`src/design/bmu_params.svh`:
```
// Purpose: constants for the single-bit manipulation unit
// Assumes: byte operands, 3-bit bit index
// Notes:   definitions only
`ifndef BMU_PARAMS_SVH
`define BMU_PARAMS_SVH
`define BMU_DATA_W   8
`define BMU_IDX_W    3
`define BMU_OP_W     4
`define BMU_MEM_LAT  1
`endif

```
`src/design/bmu_pkg.sv`:
```
// Purpose: types for the single-bit manipulation unit
// Assumes: bmu_params.svh holds the numbers
// Notes:   operation codes are a plain enum
`include "bmu_params.svh"
package bmu_pkg;
    // operation select presented with each request
    typedef enum logic [`BMU_OP_W-1:0] {
        BMU_SET, BMU_CLEAR, BMU_INVERT, BMU_TEST,
        BMU_CAND, BMU_CAND_INV, BMU_COR, BMU_COR_INV,
        BMU_CXOR, BMU_CXOR_INV, BMU_LOAD, BMU_LOAD_INV,
        BMU_STORE, BMU_STORE_INV
    } bmu_op_t;
    // sequencer states
    typedef enum logic [1:0] {BMU_IDLE, BMU_RD, BMU_WR} bmu_state_t;
endpackage

```
`src/design/bmu_unit.sv`:
```
// Purpose: single-bit instruction execution with register or memory operand
// Assumes: memory answers a read with mem_rdata in the same cycle that mem_rd is high
// Notes:   carry and zero flags held here; one request in flight at a time
//          timing of a register operand:
//            edge 0  request taken while idle and enabled
//            edge 0  write strobe, write byte, flags and done show
//          timing of a memory operand:
//            edge 0  request taken, op and index latched
//            edge 0  read strobe out, unit busy
//            edge 1  byte from memory used, flags updated
//            edge 1  write strobe and byte out for modifying ops
//            edge 2  done for modifying ops; non-modifying ones end at 1
//          the read strobe comes from a flop, so memory sees a clean
//          pulse; the price is one extra cycle of latency per access
//          requests seen while busy are dropped, not queued; the core
//          must hold off until busy falls
//          an external carry load in the same cycle as an op that
//          writes carry loses; the op result is the newer value
//          enable low freezes every flop, strobes included, so a strobe
//          stays up one cycle longer for each cycle enable is held low
//          the whole memory byte is written back, not just one bit;
//          memory with side effects on write sees a full byte write
//          inverted forms ignore the register index on purpose, since
//          their encodings carry an immediate index only
//          test and carry ops never raise a write strobe, so the
//          operand byte is left exactly as it was
//
// Contract
// - set writes 1 into chosen bit
// - clear writes 0 into chosen bit
// - invert complements the chosen bit
// - test loads zero flag with inverted bit
// - index from immediate or register low bits
// - carry becomes carry AND bit
// - carry becomes carry AND inverted bit
// - carry becomes carry OR bit
// - carry becomes carry OR inverted bit
// - carry becomes carry XOR bit
// - carry becomes carry XOR inverted bit
// - load copies bit into carry
// - inverted load copies inverted bit
// - store writes carry into chosen bit
// - inverted store writes inverted carry
// - inverted ops take immediate index only
`timescale 1ns/1ps
`include "bmu_params.svh"
module bmu_unit
    import bmu_pkg::*;
(
    // clock, reset, enable
    input  wire logic                    clk,
    input  wire logic                    rst,
    input  wire logic                    ce,
    // request
    input  wire logic                    req,
    input  wire bmu_op_t                 op,
    input  wire logic                    idx_from_reg,
    input  wire logic [`BMU_IDX_W-1:0]   idx_imm,
    input  wire logic [`BMU_DATA_W-1:0]  idx_reg,
    input  wire logic                    opnd_is_mem,
    input  wire logic [`BMU_DATA_W-1:0]  reg_opnd,
    output logic                         busy,
    // register write-back
    output logic                         reg_we,
    output logic [`BMU_DATA_W-1:0]       reg_wdata,
    // memory byte port
    output logic                         mem_rd,
    output logic                         mem_wr,
    output logic [`BMU_DATA_W-1:0]       mem_wdata,
    input  wire logic [`BMU_DATA_W-1:0]  mem_rdata,
    // flags
    input  wire logic                    c_load,
    input  wire logic                    c_load_val,
    output logic                         c_flag,
    output logic                         z_flag,
    output logic                         done
);
    bmu_state_t             st_r, st_nxt;        // sequencer
    bmu_op_t                op_r, op_nxt;        // latched op
    logic [`BMU_IDX_W-1:0]  idx_r, idx_nxt;      // latched index
    logic                   c_r, c_nxt;          // carry flag
    logic                   z_r, z_nxt;          // zero flag
    logic                   rwe_r, rwe_nxt;      // register write strobe
    logic [`BMU_DATA_W-1:0] rwd_r, rwd_nxt;      // register write data
    logic                   mrd_r, mrd_nxt;      // memory read strobe
    logic                   mwr_r, mwr_nxt;      // memory write strobe
    logic [`BMU_DATA_W-1:0] mwd_r, mwd_nxt;      // memory write data
    logic                   dn_r, dn_nxt;        // completion pulse
    logic                   inv_op;              // op allows immediate only
    logic [`BMU_IDX_W-1:0]  idx_sel;             // index chosen at request
    bmu_op_t                exe_op;              // op fed to datapath
    logic [`BMU_DATA_W-1:0] exe_byte;            // byte fed to datapath
    logic [`BMU_IDX_W-1:0]  exe_idx;             // index fed to datapath
    logic [`BMU_DATA_W-1:0] alu_res;
    logic                   alu_wr, alu_c, alu_cwr, alu_z, alu_zwr;

    // inverted carry-logic, load and store ignore the register index
    assign inv_op  = (op == BMU_CAND_INV) || (op == BMU_COR_INV) ||
                     (op == BMU_CXOR_INV) || (op == BMU_LOAD_INV) ||
                     (op == BMU_STORE_INV);
    assign idx_sel = (idx_from_reg && !inv_op) ? idx_reg[`BMU_IDX_W-1:0]
                                               : idx_imm;

    // register operands execute at once; memory uses latched request
    assign exe_op   = (st_r == BMU_RD) ? op_r : op;
    assign exe_idx  = (st_r == BMU_RD) ? idx_r : idx_sel;
    assign exe_byte = (st_r == BMU_RD) ? mem_rdata : reg_opnd;

    bmu_bitop u_bitop (
        .op    (exe_op),
        .opnd  (exe_byte),
        .idx   (exe_idx),
        .c_in  (c_r),
        .res   (alu_res),
        .wr_en (alu_wr),
        .c_out (alu_c),
        .c_wr  (alu_cwr),
        .z_out (alu_z),
        .z_wr  (alu_zwr)
    );

    // next-state logic for sequencer, flags and strobes
    always_comb begin
        st_nxt  = st_r;
        op_nxt  = op_r;
        idx_nxt = idx_r;
        c_nxt   = c_load ? c_load_val : c_r;
        z_nxt   = z_r;
        rwe_nxt = 1'b0;
        rwd_nxt = rwd_r;
        mrd_nxt = 1'b0;
        mwr_nxt = 1'b0;
        mwd_nxt = mwd_r;
        dn_nxt  = 1'b0;
        case (st_r)
            BMU_IDLE: begin
                if (req && opnd_is_mem) begin
                    // read byte first; bit update happens on return
                    op_nxt  = op;
                    idx_nxt = idx_sel;
                    mrd_nxt = 1'b1;
                    st_nxt  = BMU_RD;
                end else if (req) begin
                    if (alu_cwr) c_nxt = alu_c;
                    if (alu_zwr) z_nxt = alu_z;
                    rwe_nxt = alu_wr;
                    rwd_nxt = alu_res;
                    dn_nxt  = 1'b1;
                end
            end
            BMU_RD: begin
                // byte now on mem_rdata
                if (alu_cwr) c_nxt = alu_c;
                if (alu_zwr) z_nxt = alu_z;
                mwr_nxt = alu_wr;
                mwd_nxt = alu_res;
                st_nxt  = alu_wr ? BMU_WR : BMU_IDLE;
                dn_nxt  = !alu_wr;
            end
            BMU_WR: begin
                // write strobe is out this cycle
                st_nxt = BMU_IDLE;
                dn_nxt = 1'b1;
            end
            default: begin
                st_nxt = BMU_IDLE;
            end
        endcase
    end

    // registers; ce low freezes everything
    always_ff @(posedge clk) begin
        if (rst) begin
            st_r  <= BMU_IDLE;
            op_r  <= BMU_SET;
            idx_r <= '0;
            c_r   <= 1'b0;
            z_r   <= 1'b0;
            rwe_r <= 1'b0;
            rwd_r <= 8'h00;
            mrd_r <= 1'b0;
            mwr_r <= 1'b0;
            mwd_r <= 8'h00;
            dn_r  <= 1'b0;
        end else if (ce) begin
            st_r  <= st_nxt;
            op_r  <= op_nxt;
            idx_r <= idx_nxt;
            c_r   <= c_nxt;
            z_r   <= z_nxt;
            rwe_r <= rwe_nxt;
            rwd_r <= rwd_nxt;
            mrd_r <= mrd_nxt;
            mwr_r <= mwr_nxt;
            mwd_r <= mwd_nxt;
            dn_r  <= dn_nxt;
        end
    end

    assign busy      = (st_r != BMU_IDLE);
    assign reg_we    = rwe_r;
    assign reg_wdata = rwd_r;
    assign mem_rd    = mrd_r;
    assign mem_wr    = mwr_r;
    assign mem_wdata = mwd_r;
    assign c_flag    = c_r;
    assign z_flag    = z_r;
    assign done      = dn_r;
endmodule // bmu_unit

```
`src/design/bmu_bitop.sv`:
```
// Purpose: combinational single-bit operation on one byte and the flags
// Assumes: operand byte and index are stable while evaluated
// Notes:   pure logic, no state
`timescale 1ns/1ps
`include "bmu_params.svh"
module bmu_bitop
    import bmu_pkg::*;
(
    // request
    input  wire bmu_op_t                 op,
    input  wire logic [`BMU_DATA_W-1:0]  opnd,
    input  wire logic [`BMU_IDX_W-1:0]   idx,
    input  wire logic                    c_in,
    // result
    output logic [`BMU_DATA_W-1:0]       res,
    output logic                         wr_en,
    output logic                         c_out,
    output logic                         c_wr,
    output logic                         z_out,
    output logic                         z_wr
);
    logic [`BMU_DATA_W-1:0] sel_mask;   // one-hot for chosen bit
    logic                   bit_val;    // chosen operand bit

    // one-hot decode, one gate per bit
    genvar g;
    generate
        for (g = 0; g < `BMU_DATA_W; g++) begin : g_mask
            assign sel_mask[g] = (idx == `BMU_IDX_W'(g));
        end
    endgenerate

    assign bit_val = |(opnd & sel_mask);

    // op decode; non-writing ops keep the byte untouched
    always_comb begin
        res   = opnd;
        wr_en = 1'b0;
        c_out = c_in;
        c_wr  = 1'b0;
        z_out = 1'b0;
        z_wr  = 1'b0;
        case (op)
            BMU_SET: begin
                res = opnd | sel_mask;
                wr_en = 1'b1;
            end
            BMU_CLEAR: begin
                res = opnd & ~sel_mask;
                wr_en = 1'b1;
            end
            BMU_INVERT: begin
                res = opnd ^ sel_mask;
                wr_en = 1'b1;
            end
            BMU_TEST: begin
                z_out = ~bit_val;
                z_wr = 1'b1;
            end
            BMU_CAND: begin
                c_out = c_in & bit_val;
                c_wr = 1'b1;
            end
            BMU_CAND_INV: begin
                c_out = c_in & ~bit_val;
                c_wr = 1'b1;
            end
            BMU_COR: begin
                c_out = c_in | bit_val;
                c_wr = 1'b1;
            end
            BMU_COR_INV: begin
                c_out = c_in | ~bit_val;
                c_wr = 1'b1;
            end
            BMU_CXOR: begin
                c_out = c_in ^ bit_val;
                c_wr = 1'b1;
            end
            BMU_CXOR_INV: begin
                c_out = c_in ^ ~bit_val;
                c_wr = 1'b1;
            end
            BMU_LOAD: begin
                c_out = bit_val;
                c_wr = 1'b1;
            end
            BMU_LOAD_INV: begin
                c_out = ~bit_val;
                c_wr = 1'b1;
            end
            BMU_STORE: begin
                res = c_in ? (opnd | sel_mask) : (opnd & ~sel_mask);
                wr_en = 1'b1;
            end
            BMU_STORE_INV: begin
                res = c_in ? (opnd & ~sel_mask) : (opnd | sel_mask);
                wr_en = 1'b1;
            end
            default: begin
                res = opnd;
            end
        endcase
    end
endmodule // bmu_bitop

```
`config.mk`:
```
export PLATFORM = sky130hd
export DESIGN_NAME = bmu_unit
export DESIGN_NICKNAME = d
export VERILOG_FILES = /design/src/design/bmu_pkg.sv /design/src/design/bmu_unit.sv /design/src/design/bmu_bitop.sv
export VERILOG_INCLUDE_DIRS = /design/src /design/src/design
export SDC_FILE = /design/constraint.sdc
export NUM_CORES = 1
export LEC_CHECK = 0
export BUFFER_PORTS_ARGS = -buffer_cell sky130_fd_sc_hd__buf_2
export CAP_MARGIN = 20
export CELL_PAD_IN_SITES_DETAIL_PLACEMENT = 0
export CELL_PAD_IN_SITES_GLOBAL_PLACEMENT = 1
export CORE_MARGIN = 2
export CORE_UTILIZATION = 41
export CTS_BUF_LIST = sky130_fd_sc_hd__clkbuf_8
export CTS_CLUSTER_SIZE = 10
export DETAILED_ROUTE_END_ITERATION = 7
export GPL_TIMING_DRIVEN = 0
export HOLD_SLACK_MARGIN = 0.1
export PLACE_DENSITY_LB_ADDON = 0.1
export SYNTH_ARGS = -nofsm -noshare
export SYNTH_HDL_FRONTEND = slang
export SYNTH_SLANG_ARGS = --single-unit
```
`constraint.sdc`:
```
create_clock -name clk -period 3.6 [get_ports clk]
set_input_delay 0.36 -clock clk [delete_from_list [all_inputs] [get_ports clk]]
set_output_delay 0.36 -clock clk [all_outputs]
set_load 0.01 [all_outputs]
```
Word-level counts from Yosys, hierarchy flattened
Index checks and enable logic that the tools add are counted.
W data, S select, Z words.
- flip-flop bits (word level): 31
- input bits: 39
- output and inout port bits: 23
- logic and storage cells: 108
- equal/unequal tests: 30
- multiplexer cells: 33
- bitwise operators: 13
- reduce and logical (&&, ||, !) cells: 21
- operators by type and width (operator ; count):
    $pmux W8 S5 ; 1
    $eq A4 B4 Y1 const B ; 9
    $eq A4 B3 Y1 const B ; 6
    $mux W8 ; 3
    $mux W1 ; 19
    $and A8 B8 Y8 ; 2
    $reduce_or A8 Y1 ; 2
    $eq A3 B3 Y1 const B ; 4
    $eq A4 B2 Y1 const B ; 2
    $not A8 Y8 ; 1
    $or A8 B8 Y8 ; 1
    $pmux W1 S8 ; 1
    $reduce_and A4 Y1 ; 2
    $xor A8 B8 Y8 ; 1
    $eq A3 B2 Y1 const B ; 2
    $mux W3 ; 2
    $ne A2 B2 Y1 const B ; 3
    $reduce_or A5 Y1 ; 1
    $eq A4 B1 Y1 const B ; 1
    $logic_not A4 Y1 ; 1
    $logic_or A1 B1 Y1 ; 4
    $mux W2 ; 2
    $mux W4 ; 1
    $pmux W1 S2 ; 2
    other kinds (16) ; 24

Longest topological paths before layout
Gate-level depths: netlist of the first run.
- depth after elaboration: 19
- mapped depth: 15
- mapped depth without buffers: 13

Cells and area by module
A second synthesis of the first run with hierarchy kept.
- cells, all modules: 310
- area, all modules: 2444.8 um^2
- by module, submodules not included (module ; times used ; cells an instance ; area each (um^2) ; seq. area each (um^2)):
    bmu_unit ; 1 ; 165 ; 1458.9 ; 620.6
    bmu_bitop ; 1 ; 145 ; 985.9 ; 0.0

Worst setup path after synthesis of the first run
Ideal clock, no wire load.
- path type: input port to flip-flop
- start: in op[3]
- end: reg c_r (netlist: c_flag)
- setup time: 91 ps
- arrival time: 2990 ps
- setup slack: 519 ps
- stages: 15
- path buffers: 2
- cells stage by stage: buf_4 > and3_1 > buf_2 > o211a_1 > o31a_1 > and2_1 > nand2_1 > inv_1 > ha_1 > nor4_1 > nand2_1 > xnor2_1 > o21ai_1 > or3_1 > a311oi_1
- cells in the longest elaborated chain, start to end: 19
- elaborated cells between the ends (all ways): 46
- those cells by class: 20 x eq/ne; 9 x mux; 8 x bitwise; 9 x reduce/logical
- RTL lines (what ; RTL line ; source):
    from (decl) ; bmu_unit.sv:56 ; input wire bmu_op_t op,
    $eq A4 B3 Y1 ; bmu_unit.sv:98 ; assign inv_op = (op == BMU_CAND_INV) || (op == BMU_COR_INV) ||
    $logic_or A1 B1 Y1 (2 in a row) ; bmu_unit.sv:98 ;
    $logic_or A1 B1 Y1 (2 in a row) ; bmu_unit.sv:99 ; (op == BMU_CXOR_INV) || (op == BMU_LOAD_INV) ||
    $logic_not A1 Y1 ; bmu_unit.sv:101 ; assign idx_sel = (idx_from_reg && !inv_op) ? idx_reg[`BMU_IDX_W-1:0]
    $logic_and A1 B1 Y1 ; bmu_unit.sv:101 ;
    $mux W3 ; bmu_unit.sv:101 ;
    $mux W3 ; bmu_unit.sv:106 ; assign exe_idx = (st_r == BMU_RD) ? idx_r : idx_sel;
    $eq A3 B1 Y1 (tied with other cells) ; bmu_bitop.sv:29 ; assign sel_mask[g] = (idx == `BMU_IDX_W'(g));
    $and A8 B8 Y8 ; bmu_bitop.sv:33 ; assign bit_val = |(opnd & sel_mask);
    $reduce_or A8 Y1 ; bmu_bitop.sv:33 ;
    $not A1 Y1 ; -- ;
    $xor A1 B1 Y1 (tied with other cells) ; bmu_bitop.sv:81 ; c_out = c_in ^ ~bit_val;
    $pmux W1 S8 ; bmu_bitop.sv:43 ; case (op)
    $mux W1 (*) ; bmu_unit.sv:144, bmu_unit.sv:153 ;
    $mux W1 ; bmu_unit.sv:143 ; end else if (req) begin
    $mux W1 ; bmu_unit.sv:137 ; if (req && opnd_is_mem) begin
    $pmux W1 S2 (*) ; bmu_unit.sv:135 ; case (st_r)
    to (signal assigned) ; bmu_unit.sv:189 ; c_r <= c_nxt;
    to (decl) ; bmu_unit.sv:81 ; logic c_r, c_nxt;
Every way passes the cells marked *; elsewhere a longest branch is shown, timed or not.
A chain may end at the register's enable or synchronous reset.

Final worst setup path of the first run
- start: reg st_r[0]
- end: reg c_r (netlist: c_flag)
- cells in the longest elaborated chain, start to end: 12
- elaborated cells between the ends (all ways): 37
- those cells by class: 16 x eq/ne; 9 x mux; 8 x bitwise; 4 x reduce/logical
- RTL lines (what ; RTL line ; source):
    from (decl) ; bmu_unit.sv:78 ; bmu_state_t st_r, st_nxt;
    from (signal assigned) ; bmu_unit.sv:186 ; st_r <= st_nxt;
    $eq A2 B1 Y1 ; -- ;
    $mux W3 ; bmu_unit.sv:106 ;
    $eq A3 B1 Y1 (tied with other cells) ; bmu_bitop.sv:29 ;
    $and A8 B8 Y8 ; bmu_bitop.sv:33 ;
    $reduce_or A8 Y1 ; bmu_bitop.sv:33 ;
    $not A1 Y1 ; -- ;
    $xor A1 B1 Y1 (tied with other cells) ; bmu_bitop.sv:81 ;
    $pmux W1 S8 ; bmu_bitop.sv:43 ;
    $mux W1 ; bmu_unit.sv:144, bmu_unit.sv:153 ;
    $mux W1 ; bmu_unit.sv:143 ;
    $mux W1 ; bmu_unit.sv:137 ;
    $pmux W1 S2 (*) ; bmu_unit.sv:135 ;
Marks and branches as above.

==> results of run 1 <==
==> power by group <==
group / switching [W] / internal, W
Combinational: 0.000174 / 0.000119
Sequential: 0.00000885 / 0.000357
Clock: 0.000135 / 0.000132
Total: 0.000317 / 0.000607
==> flip-flops by register name (all words and copies together), names as in the netlist <==
signal,cells
mem_wdata,8
idx_r,3
z_flag,1
c_flag,1
reg_wdata,8
mem_wr,1
st_r,2
done,1
reg_we,1
mem_rd,1
op_r,4
==> synth_stat cells, types with 4 or more instances <==
| library cell | n | share of area (%) |
|---|---|---|
| clkbuf_1 | 10 | 1.5 |
| a2bb2oi_1 | 8 | 2.8 |
| o211ai_1 | 9 | 2.7 |
| mux2i_1 | 12 | 4.8 |
| nand3_1 | 4 | 0.80 |
| nor2_1 | 30 | 4.5 |
| ha_1 | 24 | 12 |
| a311oi_1 | 14 | 4.9 |
| a21oi_1 | 23 | 4.6 |
| dfxtp_1 | 31 | 25 |
| nand2b_1 | 5 | 1.3 |
| a211oi_1 | 5 | 1.5 |
| or2_2 | 6 | 1.5 |
| nand2_1 | 21 | 3.2 |
| a32oi_1 | 6 | 2.1 |
| inv_1 | 24 | 3.6 |
| buf_2 | 5 | 1.0 |
| a311o_1 | 6 | 2.4 |
==> path summary, 6_finish.rpt <==
check | startpoint | endpoint
max | st_r[0] | c_flag
min | op[0] | op_r[0]
max reg2reg | st_r[0] | c_flag
min reg2reg | mem_wr | mem_wr
==> cells by family after synthesis <==
| logic type | after synthesis |
|---|---|
| mux | 14 |
| xor+xnor | 4 |
| compound gates | 91 |
| fa+ha+maj | 24 |
| flops | 31 |
| buf+inv | 45 |
| simple gates | 88 |
==> routing by layer <==
layer | up-vias | track usage, % | share of wire (%)
li1 | 1212 | - | -
met1 | 1102 | 27.7 | 45
met2 | 57 | 37.2 | 49
met3 | 9 | 3.96 | 4.8
met4 | 0 | 4.67 | 0.95
met5 | - | 0 | 0
==> area by class of cell <==
type / instances / share of cell area (%)
Inverter: 24 / 3.07
Timing Repair Buffer: 53 / 9.03
Clock inverter: 3 / 0.511
Clock buffer: 5 / 2.34
Sequential cell: 31 / 21.1
Multi-Input combinational cell: 221 / 56.4
Tap cell: 75 / 3.19
Buffer: 20 / 4.30
==> critical path, cell delays in order, from the launching register on <==
cell	delay, ps
dfxtp_1	460
and2b_1	310
clkbuf_4	310
mux2i_1	360
inv_1	120
ha_1	220
nor4_1	340
nand2_1	170
xnor2_1	270
o21ai_1	110
or3_1	320
a311oi_1	250
==> per-stage QoR <==
step / instance area (um^2) / std cells
2_1_floorplan: 2490 / 297
3_3_place_gp: 2850 / 425
3_5_place_dp: 2850 / 425
4_1_cts: 2930 / 433
5_1_grt: 2940 / 432
6_report: 2940 / 432
==> repair_timing <==
item,4_1_cts,5_1_grt
hold buffers,0,0
resized for setup,0,3
setup endpoints to repair,0,1
endpoints found under the hold margin,0,0
==> results.cfg, run 1 <==
[pwr]
leakage_nw = 1.32
pwr_density_cell_nw_per_um2 = 315
vdd.ir_drop.worst_mv = 0.212
power.total_w = 0.000925

[cells_and_area]
multi_input_area_um2 = 1660
n_antenna_cell = 0
relative_area_change_from_synthesis_to_final_layout_pct = 18.1
filler_cell_count = 612
final_common_cell = buf_2
register_area_um2 = 621
final_net_count = 419
drive_above_1_share_pct = 25.2
mostFrequentLayoutCells = 57 x buf_2, 31 x dfxtp_1, 30 x nor2_1
finish.utilization_pct = 49.9

[setup_path]
critical_path.endpoint_type = flop
crit_type = flop to flop
critPathArrivalTime_ps = 3520
setup.reg_to_reg.worst_slack_ps = 280
required_ps = 3800
r2r.worst_path.cells = 11
setup.worst_path.start_class = flop
crit_path_max_fanout = 10

[logic_synthesis]
synth-edff-count = 0
post_synth_fa_ha_maj_area_fraction_pct = 12.1
synth_cells = 297
synthMuxAreaShare_pct = 5.99
netlist_area_um2 = 2490
synth-seq-cells = 31
synth.lib_cells_used.distinct = 58
synth.net_count = 360
ys_async_sr_fraction_pct = 0
post_synthesis_average_cell_area_um2 = 8.38
synth_simple_gate_area_share_pct = 18.0
synth_ff_type = dfxtp_1
largest_family_of_logic_cells_by_synthesized_area = compound AO/OA/AOI/OAI gates
synth_xor_xnor_area_share_pct = 1.41
synth.yosys.seq_area_share_pct = 24.9
yosys_warnings = 0
synth_compound_gate_area_share_pct = 28.9

[timing]
setup-violations-final = 0
hold_slack_ps = 348
top_achievable_clock_speed_mhz = 301
least_setup_slack_across_all_paths_after_layout_ps = 281
max_slew.worst_pin.slew_ps = 837
setup-tns-final_ps = 0
timing_hold_violations_final = 0
timing_max_transition_violations_final = 0
relative_slew_slack_pct = 44.2
fin_crit_sh_pct = 92.2
fin_skew_ps = 4.86
min_period_ps = 3320
grt_setup_unrepaired = false

[routing]
drt_drc_violations_left = 0
post_drt_via_cell_ratio = 5.51
wire_per_inst_um = 15.8
routed_antenna_nets = 0
drt_iter0_drc = 129
vias = 2380
drt_wl_total_um = 6850
drt_pass1_iterations = 4

[place]
io_buffer_count = 53
place.detailed.hpwl_um = 5240
place_ws_ps = -103
finalWeightedCongestion = 0.804

[min_path]
hold_path_depth = 3
worstHoldPathType = input port to flop

[global_routing]
antenna_found_initial = 0
grt_pass1_wl_um = 10900
global_route.usage.total_pct = 21.5
vias_in_the_first_global_route = 2226
grt_start_max_net_pins = 11
grt.overflow.total = 0

[die]
die-height_um = 81.9
initial_utilization_pct = 42.3
die-area_um2 = 6710
die_width_um = 81.9
coreArea_um2 = 5890
core.rowCount = 28
floorplan.io_pins = 62

[clock_tree]
tritoncts = done
clk_path_buf_depth = 2
clock_transition_at_the_registers_of_the_reported_paths_ps = 70
root_buffer = clkbuf_8
cts.repair_timing.setup_buffer_count = 0
cts_max_level = 2
cts_made_buffers = 5
clkSinkCount = 31
clkLatencyLatePin_ps = 280

[run]
drv.max_cap_violation_count = 0

[outcome]
outcome = complete, no violations
(Power assumes the default switching activity.)
==> run 2: changes to the inputs <==
ABC_AREA = 1   (was default)
CAP_MARGIN = default   (was 20)
CORE_UTILIZATION = 38   (was 41)
GPL_TIMING_DRIVEN = 1   (was 0)
==> run 2 against run 1 <==
Effect of this change: global-route usage down 2.4 points; via count up 8.0%; count of clock-buffer cells in the layout up 1; critical path depth up 7.
==> results.cfg, run 2 <==
[routing]
drt_pass1_iterations = 6
drt_iter0_drc = 77
drt_drc_violations_left = 0
drt_wl_total_um = 6630
routed_antenna_nets = 0
wire_per_inst_um = 12.5
post_drt_via_cell_ratio = 4.84
vias = 2571

[clock_tree]
postCtsHoldBufs = 0
clock_transition_at_the_registers_of_the_reported_paths_ps = 70
cts_made_buffers = 5
cts_max_level = 2
clk_path_buf_depth = 2
cts_repair_resize_count = 0
root_buffer = clkbuf_8
cts.repair_timing.setup_buffer_count = 0
tritoncts = done
clkSinkCount = 31
clkLatencyLatePin_ps = 290

[setup_path]
r2r.worst_path.cells = 18
setup.worst_path.start_class = flop
setup.reg_to_reg.worst_slack_ps = 770
crit-reg2reg-capture = c_flag
critPathArrivalTime_ps = 3000
worst_r2r_startpoint = st_r[1]
required_ps = 3770
crit_path_max_fanout = 25
crit_type = flop to flop
critical_path.endpoint_type = flop

[timing]
timing_hold_violations_final = 0
fin_skew_ps = 8.63
setup-tns-final_ps = 0
top_achievable_clock_speed_mhz = 353
relative_slew_slack_pct = 50.5
fin_crit_sh_pct = 78.6
min_period_ps = 2830
max_slew.worst_pin.slew_ps = 742
grt_setup_unrepaired = false
setup-violations-final = 0
timing_max_transition_violations_final = 0

[logic_synthesis]
ys_async_sr_fraction_pct = 0
yosys_warnings = 0
synth_largest_type_area_fraction_pct = 24.4
netlist_area_um2 = 2540
synth.net_count = 462
synth.yosys.seq_area_share_pct = 24.4
post_synthesis_average_cell_area_um2 = 6.38
synth_cells = 399
yosys-top-cells-count = 106 x nand2_1, 53 x inv_1, 41 x nand3_1
yosys-top-cells-area = dfxtp_1 24%, nand2_1 16%, ha_1 12%
synth-edff-count = 0
synth.lib_cells_used.distinct = 26
post-synth-top-count-cell = nand2_1
synthDominantAreaCellType = dfxtp_1
synth-seq-cells = 31
synth_ff_type = dfxtp_1

[cells_and_area]
relative_area_change_from_synthesis_to_final_layout_pct = 17.6
drive_above_1_share_pct = 20.5
final_net_count = 516
filler_cell_count = 713
n_antenna_cell = 0
final-instance-count-excl-fill = 531
final_common_cell = nand2_1
mostFrequentLayoutCells = 106 x nand2_1, 56 x buf_2, 53 x inv_1

[place]
io_buffer_count = 56
place.detailed.hpwl_um = 5000
place.detailed.instances = 523
finalWeightedCongestion = 0.801

[die]
initial_utilization_pct = 39.6
floorplan.io_pins = 62
die-height_um = 85.8
die-area_um2 = 7370
die_width_um = 85.8
core.rowCount = 29
coreArea_um2 = 6420

[pwr]
leakage_nw = 1.63
pwr_density_cell_nw_per_um2 = 333
power.total_w = 0.000998
vdd.ir_drop.worst_mv = 0.164

[global_routing]
grt_pass1_wl_um = 11200
global_route.usage.total_pct = 19.1
grt.overflow.total = 0
vias_in_the_first_global_route = 2494
grt_start_max_net_pins = 26
antenna_found_initial = 0

[outcome]
outcome = complete, no violations

[min_path]
hold_path_depth = 2
min_from = rst
worstHoldPathType = input port to flop
hold-path-endpoint = st_r[1]

[run]
drv.max_cap_violation_count = 0
-- run 2: changes by cell type after synthesis, moves of 12 or more --
cell | before | now
nand2_1 | 21 | 106
nand3_1 | 4 | 41
inv_1 | 24 | 53
o21ai_0 | 1 | 21
o21a_1 | 0 | 16
a311oi_1 | 14 | 0
inv_2 | 0 | 13
mux2i_1 | 12 | 0
-- run 2: final cells by class --
cell class / instances / area (um^2) / area share [%]
Multi-Input combinational cell: 292 / 1620 / 54.2
Sequential cell: 31 / 621 / 20.7
Timing Repair Buffer: 57 / 288 / 9.62
Inverter: 66 / 248 / 8.28
Tap cell: 77 / 96.3 / 3.22
Clock buffer: 6 / 82.6 / 2.76
Clock inverter: 2 / 35.0 / 1.17
-- run 2: power by group --
group / total, W / internal, W / switching, W
sequential: 0.000366 / 0.000358 / 0.00000865
clock: 0.000363 / 0.000224 / 0.000139
combinational: 0.000268 / 0.0000940 / 0.000174
-- run 2: worst max-delay path, stage by stage, from the launching register on --
cell and delay (ps):
dfxtp_1 450, inv_2 70, nand2_4 260, inv_2 210
nand2_1 100, nand2_1 120, nand3_1 220, inv_1 70
ha_1 190, nor2_1 140, nand4_1 220, inv_1 160
nand3_1 80, nand2_1 90, o21ai_0 80, nand2_1 60
nand3_1 70, nand2_1 60, a21oi_1 50
-- run 2: stage by stage --
step	hold WS, ps	instance area (um^2)	worst slack (ps)	util, %
floorplan	430	2540	1280	-
global placement	438	2880	700	44.8
detailed placement	442	2880	669	44.8
CTS	373	2990	726	46.6
global route	388	2990	457	46.6
finish	377	2990	771	46.6
-- run 2: cells by family (layout without fill, tap and decap cells) --
logic type	after synthesis	count (layout)	share of synthesized area (%)
compound gates	68	68	17.1
fa+ha+maj	24	24	11.8
buf+inv	76	131	11.8
flops	31	31	24.4
simple gates	200	200	34.9
-- run 2: layer usage --
metal	vias up	share of wire (%)	GRT usage, %	routed length, um
met5	-	0	0	0
met4	0	1.0	4.76	68
met3	6	3.3	2.98	219
met2	43	47	33.5	3090
met1	1150	49	24.5	3250
li1	1372	-	-	-
-- run 2: worst max-delay path by stage --
stage,to,slack (ps),start,cells past startpoint
after detailed placement,c_flag,670,op[2],21
final,c_flag,770,st_r[1],18
after floorplan,c_flag,1280,st_r[1],19
after CTS,c_flag,730,st_r[1],18
after global routing,c_flag,460,st_r[1],18
after global placement,c_flag,700,op[2],21
==> run 3: changes to the inputs <==
CORE_UTILIZATION = 35   (was 38)
clock period = 2.3 ns   (was 3.6 ns; I/O delays follow)
==> run 3 against run 2 <==
Effect of this change: final cell count grew 12%; highest routed layer unchanged; die area grew 8.2%; clock skew shrank 4.8 ps.
==> results.cfg, run 3 (synthesis results as in run 2) <==
[outcome]
outcome = complete, no violations

[routing]
met2WireLength_um = 3400
drt_pass1_iterations = 4
vias = 2694
drt_iter0_drc = 84
drt_wl_total_um = 7150
routed_antenna_nets = 0
uppermost_layer_routed = met4
wire_per_inst_um = 12.0
routed-wl-met3_um = 221
drt_drc_violations_left = 0
post_drt_via_cell_ratio = 4.53
routedLengthMet1_um = 3490

[pwr]
power.total_w = 0.00153
vdd.ir_drop.worst_mv = 0.192
leakage_nw = 1.88
pwr_density_cell_nw_per_um2 = 434

[place]
finalWeightedCongestion = 0.822
place.detailed.hpwl_um = 5210
place_ws_ps = -192
io_buffer_count = 56

[min_path]
hold-path-endpoint = st_r[1]
worstHoldPathType = input port to flop
min_from = rst
hold_path_depth = 2

[global_routing]
grt_start_max_net_pins = 23
vias_in_the_first_global_route = 2333
grt.overflow.total = 0
global_route.usage.total_pct = 18.5
grt_pass1_wl_um = 11200
antenna_found_initial = 0

[timing]
grt_setup_unrepaired = false
max_slew.worst_pin.slew_ps = 757
relative_slew_slack_pct = 49.5
fin_skew_ps = 3.78
least_setup_slack_across_all_paths_after_layout_ps = 127
timing_hold_violations_final = 0
timing_max_transition_violations_final = 0
setup-violations-final = 0
top_achievable_clock_speed_mhz = 460
min_period_ps = 2170
fin_crit_sh_pct = 94.5

[setup_path]
required_ps = 2470
worst_r2r_startpoint = st_r[1]
cp_cell_sequence = inv_4, nand2_8, buf_12, clkbuf_16, o21ai_2, inv_2, ha_1, nor2_1, nand4_1, buf_6, inv_2, nor2_1, nor2_1, o21ai_1, nand2_1, nand3_1, nand2_1, a21oi_1
setup.reg_to_reg.worst_slack_ps = 130
r2r.worst_path.cells = 18
crit_top_cell = nor2_1
slowest_stage = dfxtp_2
crit_path_max_fanout = 5
critical_path.endpoint_type = flop
crit-reg2reg-capture = c_flag
crit_type = flop to flop
critical_path.startpoint = st_r[1]
setup.worst_path.start_class = flop
worst_path_largest_cell_delay_ps = 330
critPathArrivalTime_ps = 2340

[clock_tree]
postCtsHoldBufs = 0
clkSinkCount = 31
tritoncts = done
root_buffer = clkbuf_8
clk_path_buf_depth = 2
cts_made_buffers = 5
clkLatencyLatePin_ps = 280
clock_transition_at_the_registers_of_the_reported_paths_ps = 60
cts_max_level = 2

[die]
coreArea_um2 = 7140
die-area_um2 = 7970
initial_utilization_pct = 35.7
die-height_um = 89.3
core.rowCount = 31
die_width_um = 89.3
floorplan.io_pins = 62

[run]
drv.max_cap_violation_count = 0

[cells_and_area]
n_antenna_cell = 0
final_net_count = 560
filler_cell_count = 776
relative_area_change_from_synthesis_to_final_layout_pct = 38.6
final_common_cell = nand2_1
drive_above_1_share_pct = 34.9
mostFrequentLayoutCells = 97 x nand2_1, 56 x buf_2, 51 x inv_1
[run 3: cell count changes in the layout (fill, tap and decap cells not counted), moves of 3 or more]
cell,delta
buf_4,+37
buf_6,+3
nand2_1,-9
nand2_2,+9
nand3_1,-12
nand3_2,+12
o21ai_0,-9
o21ai_2,+7
[run 3: timing repair]
item,in CTS,in global routing
buffers inserted,1,7
resized for setup,4,54
setup endpoints to repair,1,2
pin swaps,1,16
gates cloned,0,2
hold endpoints to repair,0,0
[run 3: worst max-delay path: cells and delay by family (launching register included)]
kind / cells / cell delay (ps)
AO/OA/AOI/OAI: 3 / 280
adder cells (fa/ha/maj): 1 / 190
buffers and inverters: 6 / 620
flip-flops: 1 / 330
AND/OR/NAND/NOR: 8 / 620
[run 3: layout make-up]
cell class	instances	area, um^2	area share [%]
clock buffer	5	68.8	1.95
multi-input combinational	292	1770	50.2
tap	99	124	3.51
sequential	31	623	17.7
inverter	66	263	7.45
timing repair buffer	100	664	18.8
timing repair inverter	1	8.76	0.248
clock inverter	1	3.75	0.106
[run 3: worst max path at each step]
stage / to / slack [ps] / cells after the start
floorplan: c_flag / 30 / 19
global placement: c_flag / -150 / 21
detailed placement: c_flag / -190 / 21
CTS: c_flag / 30 / 18
global route: c_flag / 1 / 19
finish: c_flag / 130 / 18
[run 3: power breakdown]
group,internal (W),switching [W]
combinational,0.000249,0.000320
clock,0.000197,0.000193
sequential,0.000560,0.0000127
total,0.00101,0.000525
[run 3: routing by layer]
layer  global-route usage [%]  up-vias
met5                        0        -
met4                     3.26        0
met3                     2.77        5
met2                     31.0       45
met1                     25.4     1179
li1                         -     1465
[run 3: per-stage QoR]
stage / utilization, % / setup TNS, ps / hold slack (ps) / cell area, um^2 / std cells
6_report: 49.4 / 0 / 266 / 3530 / 595
3_5_place_dp: 44.4 / -201 / 443 / 3170 / 579
2_1_floorplan: - / 0 / 390 / 2550 / 399
3_3_place_gp: 44.4 / -150 / 433 / 3170 / 579
5_1_grt: 49.4 / 0 / 289 / 3530 / 595
4_1_cts: 45.6 / 0 / 261 / 3260 / 586
